## src/scm_map.vh

```
// constants for the miscellaneous system-control block
// assumes inclusion by bare name; definitions only
`ifndef SCM_MAP_VH
`define SCM_MAP_VH
`define SCM_BANKS 8
`define SCM_BANK_W 3
`define SCM_NMI_W 4
`define SCM_NMI_PIN 0
`define SCM_NMI_PWR 1
`define SCM_NMI_SUP 2
`define SCM_NMI_CLK 3
`define SCM_NMI_RST 4'h0
`define SCM_PER_W 16
`define SCM_PER_DMA 15
`define SCM_PER_WDOG 14
`define SCM_PER_CONV 13
`define SCM_PER_SER_HI 12
`define SCM_PER_SER_LO 5
`define SCM_PER_WIDE 4
`define SCM_PER_NAR_HI 3
`define SCM_PER_NAR_LO 0
`define SCM_PER_RST 16'h0000
`define SCM_PWR_RST 8'hff
`define SCM_RET_RST 8'h01
`define SCM_RET_PIN 8'h01
`define SCM_RETAIN_RST 8'h00
`define SCM_FLAG_RST 1'b0
`define SCM_SRC_RST 1'b0
`define SCM_GLITCH_RST 1'b1
`define SCM_RTYPE_FULL 1'b1
`define SCM_RTYPE_SOFT 1'b0
`define SCM_RTYPE_RST 1'b1
`define SCM_SIZE_W 32
`define SCM_SRAM_BYTES 32'h00010000
`define SCM_FLASH_BYTES 32'h00040000
`endif

```

## src/scm_ctrl.v

```verilog
// miscellaneous system control: nmi gating, memory bank power and
// retention, reset-pin glitch enable, halt-follow, watchdog reset type.
// assumes fault inputs arrive from other clock domains; commands are
// same-domain one-cycle strobes from the cpu's register logic.
`timescale 1ns/1ns
`default_nettype none
`include "scm_map.vh"

// What this block does
// - disabling a bank tier also powers down every higher bank
// - enabling a bank tier also powers every lower bank
// - lowest bank always powered, never disabled by writes
// - after reset, retention of all banks but the lowest is off
// - lowest bank retention always active
// - in deep sleep only banks with retention set are retained
// - retention bits set independently in any combination
// - enabled nmi source fault raises the nmi flag
// - disabled nmi source fault never sets the nmi flag
// - four nmi source enables, any combination per write
// - reset pin glitch suppression enable, switchable
// - after reset all peripherals keep running at cpu halt
// - per-peripheral halt-follow control, stops selected ones at halt
// - software selects reset type on watchdog violation
// - separate full or soft type for timeout and password violation
// - read-only sram and flash sizes
module scm_ctrl (
    input wire i_clk,
    input wire i_sys_rst,
    input wire i_ce,
    input wire i_bank_en_wr,
    input wire i_bank_dis_wr,
    input wire [`SCM_BANK_W-1:0] i_bank_tier,
    input wire i_ret_en_wr,
    input wire i_ret_dis_wr,
    input wire [`SCM_BANKS-1:0] i_ret_mask,
    input wire i_deep_sleep_mode,
    input wire i_nmi_en_wr,
    input wire i_nmi_dis_wr,
    input wire [`SCM_NMI_W-1:0] i_nmi_mask,
    input wire i_nmi_external_pin_source,
    input wire i_nmi_power_controller_source,
    input wire i_nmi_supply_supervisor_source,
    input wire i_nmi_clock_system_source,
    input wire i_nmi_flag_clr,
    input wire i_glitch_en_wr,
    input wire i_glitch_dis_wr,
    input wire i_halt_en_wr,
    input wire i_halt_dis_wr,
    input wire [`SCM_PER_W-1:0] i_halt_mask,
    input wire i_cpu_halted,
    input wire i_wdog_timeout_type_wr,
    input wire i_wdog_passwd_type_wr,
    input wire i_reset_type,
    output reg [`SCM_BANKS-1:0] o_bank_power,
    output reg [`SCM_BANKS-1:0] o_bank_retain,
    output reg [`SCM_BANKS-1:0] o_ret_status,
    output reg [`SCM_NMI_W-1:0] o_nmi_status,
    output reg o_nmi_flag,
    output reg o_glitch_filter_en,
    output reg [`SCM_PER_W-1:0] o_halt_follow,
    output reg [`SCM_PER_W-1:0] o_periph_stop,
    output reg o_wdog_timeout_full_reset_type,
    output reg o_wdog_passwd_full_reset_type,
    output reg [`SCM_SIZE_W-1:0] o_sram_size,
    output reg [`SCM_SIZE_W-1:0] o_flash_size
);

wire [`SCM_NMI_W-1:0] src_sync;
reg [`SCM_BANKS-1:0] pwr_d;
wire [`SCM_BANKS-1:0] ret_d;
wire [`SCM_NMI_W-1:0] nmi_en_d;
wire [`SCM_PER_W-1:0] halt_d;
reg nmi_flag_d;
wire [`SCM_BANKS-1:0] tier_up;
wire [`SCM_BANKS-1:0] tier_low;
wire [`SCM_BANKS-1:0] ret_state;
wire nmi_hit;
genvar g;

// thermometer masks for the addressed tier
generate
    for (g = 0; g < `SCM_BANKS; g = g + 1) begin : g_tier
        assign tier_up[g] = (g >= i_bank_tier);
        assign tier_low[g] = (g <= i_bank_tier);
    end
endgenerate

// each fault line crosses from its own domain through two stages;
// a fault reaches the flag logic one clock after it is sampled, sources hold levels
scm_sync2 #(
    .RST_VAL(`SCM_SRC_RST)
) u_sync_pin (
    .i_clk(i_clk),
    .i_sys_rst(i_sys_rst),
    .i_ce(i_ce),
    .i_async(i_nmi_external_pin_source),
    .o_sync(src_sync[`SCM_NMI_PIN])
);

scm_sync2 #(
    .RST_VAL(`SCM_SRC_RST)
) u_sync_pwr (
    .i_clk(i_clk),
    .i_sys_rst(i_sys_rst),
    .i_ce(i_ce),
    .i_async(i_nmi_power_controller_source),
    .o_sync(src_sync[`SCM_NMI_PWR])
);

scm_sync2 #(
    .RST_VAL(`SCM_SRC_RST)
) u_sync_sup (
    .i_clk(i_clk),
    .i_sys_rst(i_sys_rst),
    .i_ce(i_ce),
    .i_async(i_nmi_supply_supervisor_source),
    .o_sync(src_sync[`SCM_NMI_SUP])
);

scm_sync2 #(
    .RST_VAL(`SCM_SRC_RST)
) u_sync_clk (
    .i_clk(i_clk),
    .i_sys_rst(i_sys_rst),
    .i_ce(i_ce),
    .i_async(i_nmi_clock_system_source),
    .o_sync(src_sync[`SCM_NMI_CLK])
);

always @* begin
    pwr_d = o_bank_power;
    if (i_bank_en_wr)
        pwr_d = o_bank_power | tier_low;
    if (i_bank_dis_wr)
        pwr_d = pwr_d & ~tier_up;
    pwr_d[0] = 1'b1;
end

scm_setclr #(
    .W(`SCM_BANKS),
    .PIN(`SCM_RET_PIN)
) u_ret_next (
    .i_set(i_ret_en_wr),
    .i_clr(i_ret_dis_wr),
    .i_mask(i_ret_mask),
    .i_cur(o_ret_status),
    .o_next(ret_d)
);

// retain only selected banks in deep sleep
assign ret_state = i_deep_sleep_mode ? ret_d : `SCM_RETAIN_RST;

scm_setclr #(
    .W(`SCM_NMI_W)
) u_nmi_next (
    .i_set(i_nmi_en_wr),
    .i_clr(i_nmi_dis_wr),
    .i_mask(i_nmi_mask),
    .i_cur(o_nmi_status),
    .o_next(nmi_en_d)
);

assign nmi_hit = |(src_sync & o_nmi_status);

always @* begin
    // set wins over a same-cycle clear
    nmi_flag_d = nmi_hit | (o_nmi_flag & ~i_nmi_flag_clr);
end

scm_setclr #(
    .W(`SCM_PER_W)
) u_halt_next (
    .i_set(i_halt_en_wr),
    .i_clr(i_halt_dis_wr),
    .i_mask(i_halt_mask),
    .i_cur(o_halt_follow),
    .o_next(halt_d)
);

// memory bank power and retention state
always @(posedge i_clk) begin
    if (i_sys_rst) begin
        o_bank_power <= `SCM_PWR_RST;
        o_ret_status <= `SCM_RET_RST;
        o_bank_retain <= `SCM_RETAIN_RST;
    end else if (i_ce) begin
        o_bank_power <= pwr_d;
        o_ret_status <= ret_d;
        // power and retention stay orthogonal; a retained bank that
        // is powered down simply holds nothing worth keeping
        o_bank_retain <= ret_state;
    end
end

// nmi enables and the sticky flag
always @(posedge i_clk) begin
    if (i_sys_rst) begin
        o_nmi_status <= `SCM_NMI_RST;
        o_nmi_flag <= `SCM_FLAG_RST;
    end else if (i_ce) begin
        o_nmi_status <= nmi_en_d;
        o_nmi_flag <= nmi_flag_d;
    end
end

always @(posedge i_clk) begin
    if (i_sys_rst) begin
        o_glitch_filter_en <= `SCM_GLITCH_RST;
    end else if (i_ce) begin
        if (i_glitch_en_wr)
            o_glitch_filter_en <= 1'b1;
        else if (i_glitch_dis_wr)
            o_glitch_filter_en <= 1'b0;
    end
end

// halt-follow selection and the stop requests it drives
always @(posedge i_clk) begin
    if (i_sys_rst) begin
        o_halt_follow <= `SCM_PER_RST;
        o_periph_stop <= `SCM_PER_RST;
    end else if (i_ce) begin
        o_halt_follow <= halt_d;
        // stop selected peripherals while halted
        // next selection used so a write during halt acts at once
        o_periph_stop <= i_cpu_halted ? halt_d : `SCM_PER_RST;
    end
end

always @(posedge i_clk) begin
    if (i_sys_rst) begin
        o_wdog_timeout_full_reset_type <= `SCM_RTYPE_RST;
        o_wdog_passwd_full_reset_type <= `SCM_RTYPE_RST;
    end else if (i_ce) begin
        if (i_wdog_timeout_type_wr)
            o_wdog_timeout_full_reset_type <= i_reset_type;
        if (i_wdog_passwd_type_wr)
            o_wdog_passwd_full_reset_type <= i_reset_type;
    end
end

// fixed size readback, registered so the outputs stay flops
always @(posedge i_clk) begin
    if (i_sys_rst) begin
        o_sram_size <= `SCM_SRAM_BYTES;
        o_flash_size <= `SCM_FLASH_BYTES;
    end else if (i_ce) begin
        o_sram_size <= `SCM_SRAM_BYTES;
        o_flash_size <= `SCM_FLASH_BYTES;
    end
end

endmodule

// two-stage synchroniser for one level from a foreign clock domain;
// only the second stage leaves, so a metastable first stage never
// reaches any logic
module scm_sync2 #(
    parameter [0:0] RST_VAL = 1'b0
) (
    input wire i_clk,
    input wire i_sys_rst,
    input wire i_ce,
    input wire i_async,
    output wire o_sync
);

reg meta_q;
reg sync_q;

always @(posedge i_clk) begin
    if (i_sys_rst) begin
        meta_q <= RST_VAL;
        sync_q <= RST_VAL;
    end else if (i_ce) begin
        meta_q <= i_async;
        sync_q <= meta_q;
    end
end

assign o_sync = sync_q;

endmodule

// next value of a word of set/clear control bits; set goes first so
// a clear in the same write wins, and bits in PIN are forced on
// because software must never be able to drop them
module scm_setclr #(
    parameter W = 8,
    parameter [W-1:0] PIN = {W{1'b0}}
) (
    input wire i_set,
    input wire i_clr,
    input wire [W-1:0] i_mask,
    input wire [W-1:0] i_cur,
    output reg [W-1:0] o_next
);

always @* begin
    o_next = i_cur;
    if (i_set)
        o_next = o_next | i_mask;
    if (i_clr)
        o_next = o_next & ~i_mask;
    o_next = o_next | PIN;
end

endmodule
`default_nettype wire

```

## config.mk

```make
export PLATFORM = sky130hd
export DESIGN_NAME = scm_ctrl
export DESIGN_NICKNAME = d
export VERILOG_FILES = /design/src/scm_ctrl.v
export VERILOG_INCLUDE_DIRS = /design/src
export SDC_FILE = /design/constraint.sdc
export NUM_CORES = 1
export LEC_CHECK = 0
export BUFFER_PORTS_ARGS = -buffer_cell sky130_fd_sc_hd__buf_2
export CELL_PAD_IN_SITES_DETAIL_PLACEMENT = 0
export CELL_PAD_IN_SITES_GLOBAL_PLACEMENT = 1
export CORE_ASPECT_RATIO = 0.7
export CORE_MARGIN = 2
export CORE_UTILIZATION = 33
export DETAILED_ROUTE_END_ITERATION = 7
export GPL_ROUTABILITY_DRIVEN = 0
export GPL_TIMING_DRIVEN = 0
export PLACE_DENSITY_LB_ADDON = 0.1
export SYNTH_ARGS = -nofsm -noshare
export SYNTH_HDL_FRONTEND = slang
export SYNTH_HIERARCHICAL = 1
export SYNTH_SLANG_ARGS = --single-unit
```

## constraint.sdc

```tcl
create_clock -name i_clk -period 1.23 [get_ports i_clk]
set_clock_uncertainty 0.15 [all_clocks]
set_input_delay 0.246 -clock i_clk [delete_from_list [all_inputs] [get_ports i_clk]]
set_output_delay 0.246 -clock i_clk [all_outputs]
set_load 0.03 [all_outputs]
```

==> flow_summary.html <==
<table>
<tr><th>Metric</th><th>Value</th></tr>
<tr><th colspan="2">Drt</th></tr>
<tr><td>Final wirelength</td><td>10,100 um</td></tr>
<tr><td>Vias per cell</td><td>4.24</td></tr>
<tr><td>Via count</td><td>3,191</td></tr>
<tr><td>DRC viols</td><td>0</td></tr>
<tr><td>Iteration-0 DRC count of the detailed router</td><td>111</td></tr>
<tr><td>Count of TritonRoute iterations in the first routing pass</td><td>4</td></tr>
<tr><td>Average wire per cell in the routed design</td><td>13.3 um</td></tr>
<tr><td>Number of nets still failing antenna checks after routing</td><td>0</td></tr>
<tr><th colspan="2">Placed design</th></tr>
<tr><td>Area of placed instances</td><td>4580 um2</td></tr>
<tr><td>IO buf count</td><td>109</td></tr>
<tr><td>Number of instances in the placed design</td><td>725</td></tr>
<tr><td>Post-detailed-placement half-perimeter wirelength</td><td>7370 um</td></tr>
<tr><th colspan="2">Yosys</th></tr>
<tr><td>Synth Instances</td><td>405</td></tr>
<tr><td>Number of register bits inferred by synthesis</td><td>71</td></tr>
<tr><td>Post-synthesis instance area</td><td>3620 um2</td></tr>
<tr><td>Synthesized area per cell</td><td>8.93 um2</td></tr>
<tr><td>Yosys warning count</td><td>6</td></tr>
<tr><td>Yosys cell types</td><td>34</td></tr>
<tr><td>Part of the Yosys area used for sequential elements</td><td>0.393</td></tr>
<tr><td>Primary flip-flop cell chosen by synthesis mapping</td><td>sky130_fd_sc_hd__dfxtp_1</td></tr>
<tr><td>Asr flop ratio synth</td><td>0</td></tr>
<tr><td>Number of flops mapped to enable cells by yosys</td><td>0</td></tr>
<tr><th colspan="2">STA</th></tr>
<tr><td>RSZ-0062 raised after global routing</td><td>yes</td></tr>
<tr><td>Count of final setup violators</td><td>0</td></tr>
<tr><td>Worst hold-check slack</td><td>0.0271 ns</td></tr>
<tr><td>Final slew viol count</td><td>0</td></tr>
<tr><td>F_max</td><td>820 MHz</td></tr>
<tr><td>Final hold vios</td><td>0</td></tr>
<tr><td>Min Clock Period, post-route</td><td>1.22 ns</td></tr>
<tr><td>Share of the cycle needed by the critical path after routing</td><td>0.992</td></tr>
<tr><th colspan="2">Setup path</th></tr>
<tr><td>Type of the setup path with the least slack</td><td>flip-flop to output pin</td></tr>
<tr><td>Origin of the critical flop-to-flop path</td><td>o_halt_follow[1]</td></tr>
<tr><td>Cell-by-cell trace of the critical path</td><td>buf_6</td></tr>
<tr><td>Maximum fanout count along the critical path</td><td>4</td></tr>
<tr><td>Startpoint of the worst setup timing path</td><td>o_nmi_status[3]</td></tr>
<tr><td>Startpoint kind of the worst setup timing path</td><td>flip-flop</td></tr>
<tr><td>Slowest-stage cell, CP</td><td>sky130_fd_sc_hd__dfxtp_4</td></tr>
<tr><td>Reg-to-reg setup timing slack</td><td>0.08 ns</td></tr>
<tr><td>Length in cells of the worst reg-to-reg path</td><td>5</td></tr>
<tr><td>Worst Path Arrival</td><td>0.82 ns</td></tr>
<tr><td>Endpoint type of the worst setup path</td><td>output pin</td></tr>
<tr><td>Worst endpoint required time</td><td>0.83 ns</td></tr>
<tr><td>Capturing point of the worst reg2reg path</td><td>o_periph_stop[1]</td></tr>
<tr><td>Delay contributed by the slowest stage of the critical path</td><td>0.37 ns</td></tr>
<tr><td>WP buf/inv</td><td>1</td></tr>
<tr><td>CP delay by family, top</td><td>flip-flops</td></tr>
<tr><th colspan="2">Layout</th></tr>
<tr><td>Number of nets at the end of the flow</td><td>655</td></tr>
<tr><td>Footprint of the multi-input gates</td><td>1740 um2</td></tr>
<tr><td>Layout-stage area growth over the synthesis result</td><td>50.5%</td></tr>
<tr><td>Non-filler instance count after layout</td><td>753</td></tr>
<tr><td>Final non-filler cell area</td><td>5440 um2</td></tr>
<tr><td>Share of post-route cells with drive strength above 1</td><td>0.490</td></tr>
<tr><td>Flip-flop and latch area</td><td>1500 um2</td></tr>
<tr><td>Fillers</td><td>987</td></tr>
<tr><td>Commonest non-fill, non-tap cell in the layout</td><td>sky130_fd_sc_hd__buf_4</td></tr>
<tr><td>Top library cells by usage in the layout, fill and taps aside</td><td>81 x sky130_fd_sc_hd__buf_4, 67 x sky130_fd_sc_hd__buf_6, 66 x sky130_fd_sc_hd__conb_1</td></tr>
<tr><th colspan="2">GRT</th></tr>
<tr><td>Overall overflow remaining after global route</td><td>0</td></tr>
<tr><td>Number of global-route vias before repair</td><td>2,915</td></tr>
<tr><td>First-pass GRT wire length</td><td>15,300 um</td></tr>
<tr><td>Number of antenna violations at the first check in global routing</td><td>0</td></tr>
<tr><td>Global-route usage over all layers</td><td>0.168</td></tr>
<tr><td>Largest net degree at the start of global routing</td><td>11</td></tr>
<tr><th colspan="2">Die</th></tr>
<tr><td>Core region area</td><td>10,500 um2</td></tr>
<tr><td>I/O pins</td><td>182</td></tr>
<tr><td>Die Span Y</td><td>91.6 um</td></tr>
<tr><td>Initial core utilization</td><td>0.344</td></tr>
<tr><td>Horizontal extent of the die</td><td>129 um</td></tr>
<tr><td># rows</td><td>31</td></tr>
<tr><td>Die Footprint</td><td>11,800 um2</td></tr>
<tr><th colspan="2">Job</th></tr>
<tr><td>Maxcap violations</td><td>0</td></tr>
<tr><th colspan="2">Clock network</th></tr>
<tr><td>Maximum buffer depth of the clock tree</td><td>2</td></tr>
<tr><td>TritonCTS clock tree</td><td>yes</td></tr>
<tr><td>Clock transition at the registers of the reported paths</td><td>0.05 ns</td></tr>
<tr><td>Buffer type at the clock tree root</td><td>sky130_fd_sc_hd__clkbuf_16</td></tr>
<tr><td>Clock Sinks</td><td>71</td></tr>
<tr><td>Total clock buffers created by CTS</td><td>9</td></tr>
<tr><td>Latest clock arrival within the worst-skew pair</td><td>0.33 ns</td></tr>
<tr><td>CTS H-tree depth</td><td>3</td></tr>
<tr><th colspan="2">Min path</th></tr>
<tr><td>Cells on Worst Hold Path</td><td>2</td></tr>
<tr><td>Source of the worst hold timing path</td><td>i_bank_dis_wr</td></tr>
<tr><td>Classification of the worst-slack hold path</td><td>input port to flip-flop</td></tr>
<tr><td>Hold EP</td><td>o_bank_power[5]</td></tr>
<tr><th colspan="2">Pwr</th></tr>
<tr><td>Leakage power total</td><td>2.57 nW</td></tr>
<tr><td>Post-layout power</td><td>6.29 mW</td></tr>
<tr><td>Largest vdd supply drop</td><td>688 uV</td></tr>
<tr><td>Power Density</td><td>1160 nW/um2</td></tr>
<tr><th colspan="2">Run status</th></tr>
<tr><td>Result of the run</td><td>finished, final reports clean</td></tr>
</table>
-- state kept, by name, summed over array words and instances, names as in the netlist --
signal / flops
o_halt_follow: 16
o_periph_stop: 16
o_bank_retain: 8
o_ret_status: 8
o_bank_power: 7
o_nmi_status: 4
o_glitch_filter_en: 1
o_nmi_flag: 1
o_wdog_passwd_full_reset_type: 1
o_wdog_timeout_full_reset_type: 1
u_sync_clk/meta_q: 1
u_sync_clk/o_sync: 1
u_sync_pin/meta_q: 1
u_sync_pin/o_sync: 1
u_sync_pwr/meta_q: 1
u_sync_pwr/o_sync: 1
u_sync_sup/meta_q: 1
u_sync_sup/o_sync: 1
-- cell families after synthesis --
logic type             count (synthesis)  synth area share
DFF                                   71             0.393
and+or+nand+nor                       97             0.133
muxes                                 35            0.0969
buffers and inverters                 94             0.192
other                                  3           0.00311
AOI/OAI and AO/OA                    105             0.182
-- metal layers --
metal | GRT usage | up-vias | part of all wire
met5 | 0 | - | 0
met4 | 0.0408 | 0 | 0.010
met3 | 0.0554 | 11 | 0.068
met2 | 0.259 | 108 | 0.44
met1 | 0.228 | 1422 | 0.48
li1 | - | 1650 | -
-- per-stage QoR --
step                setup WS, ns   util  TNS, ns
detailed placement        -0.381  0.436   -20.64
floorplan                 0.0590      -        0
CTS                      -0.0117  0.508  -0.0133
finish                    0.0104  0.518        0
global route             -0.0215  0.517   -0.190
global placement          -0.369  0.436   -19.84
-- Yosys cell counts (3+ instances only) --
master	count	area, um2
sky130_fd_sc_hd__buf_6	6	67.6
sky130_fd_sc_hd__buf_2	3	15.0
sky130_fd_sc_hd__o21ai_0	5	25.0
sky130_fd_sc_hd__o21bai_1	3	22.5
sky130_fd_sc_hd__nand2b_1	24	150
sky130_fd_sc_hd__a21oi_2	21	184
sky130_fd_sc_hd__mux2i_1	35	350
sky130_fd_sc_hd__buf_4	71	533
sky130_fd_sc_hd__dfxtp_1	71	1420
sky130_fd_sc_hd__nand3_1	26	130
sky130_fd_sc_hd__conb_1	3	11.3
sky130_fd_sc_hd__clkbuf_1	10	37.5
sky130_fd_sc_hd__nand2_1	4	15.0
sky130_fd_sc_hd__a21oi_1	62	310
sky130_fd_sc_hd__nor2_1	36	135
-- how the worst max path moves through the flow --
stage / to / slack (ns) / cells after the start
final: o_nmi_status[3] / 0.01 / 1
after detailed placement: o_halt_follow[3] / -0.38 / 6
after global routing: o_nmi_status[0] / -0.02 / 1
after CTS: o_nmi_status[3] / -0.01 / 1
after global placement: o_halt_follow[13] / -0.37 / 6
after floorplan: o_bank_power[1] / 0.06 / 4
-- report_power, final --
group          internal, mW  switching, mW  total (mW)
Sequential             2.41         0.0793        2.49
Combinational         0.593          0.847        1.44
Clock                  1.45          0.914        2.36
Total                  4.45           1.84        6.29
-- layout make-up --
| class | instances | share of cell area |
|---|---|---|
| multi-input cells | 303 | 0.319 |
| clock inverters | 1 | 0.000920 |
| flip-flops and latches | 71 | 0.275 |
| clock buffers | 13 | 0.0478 |
| plain buffers | 91 | 0.127 |
| diodes | 1 | 0.000460 |
| repair buffers | 123 | 0.194 |
| well taps | 148 | 0.0340 |
| inverters | 2 | 0.00138 |
-- timing repair --
item | CTS | global route
endpoints found under the hold margin | 5 | 0
endpoints found under the setup margin | 102 | 87
pin swaps | 0 | 0
hold buffers | 5 | 0
buffers inserted | 4 | 5
gates resized for setup | 157 | 42
Note: power is estimated with default switching activity, not from simulation.
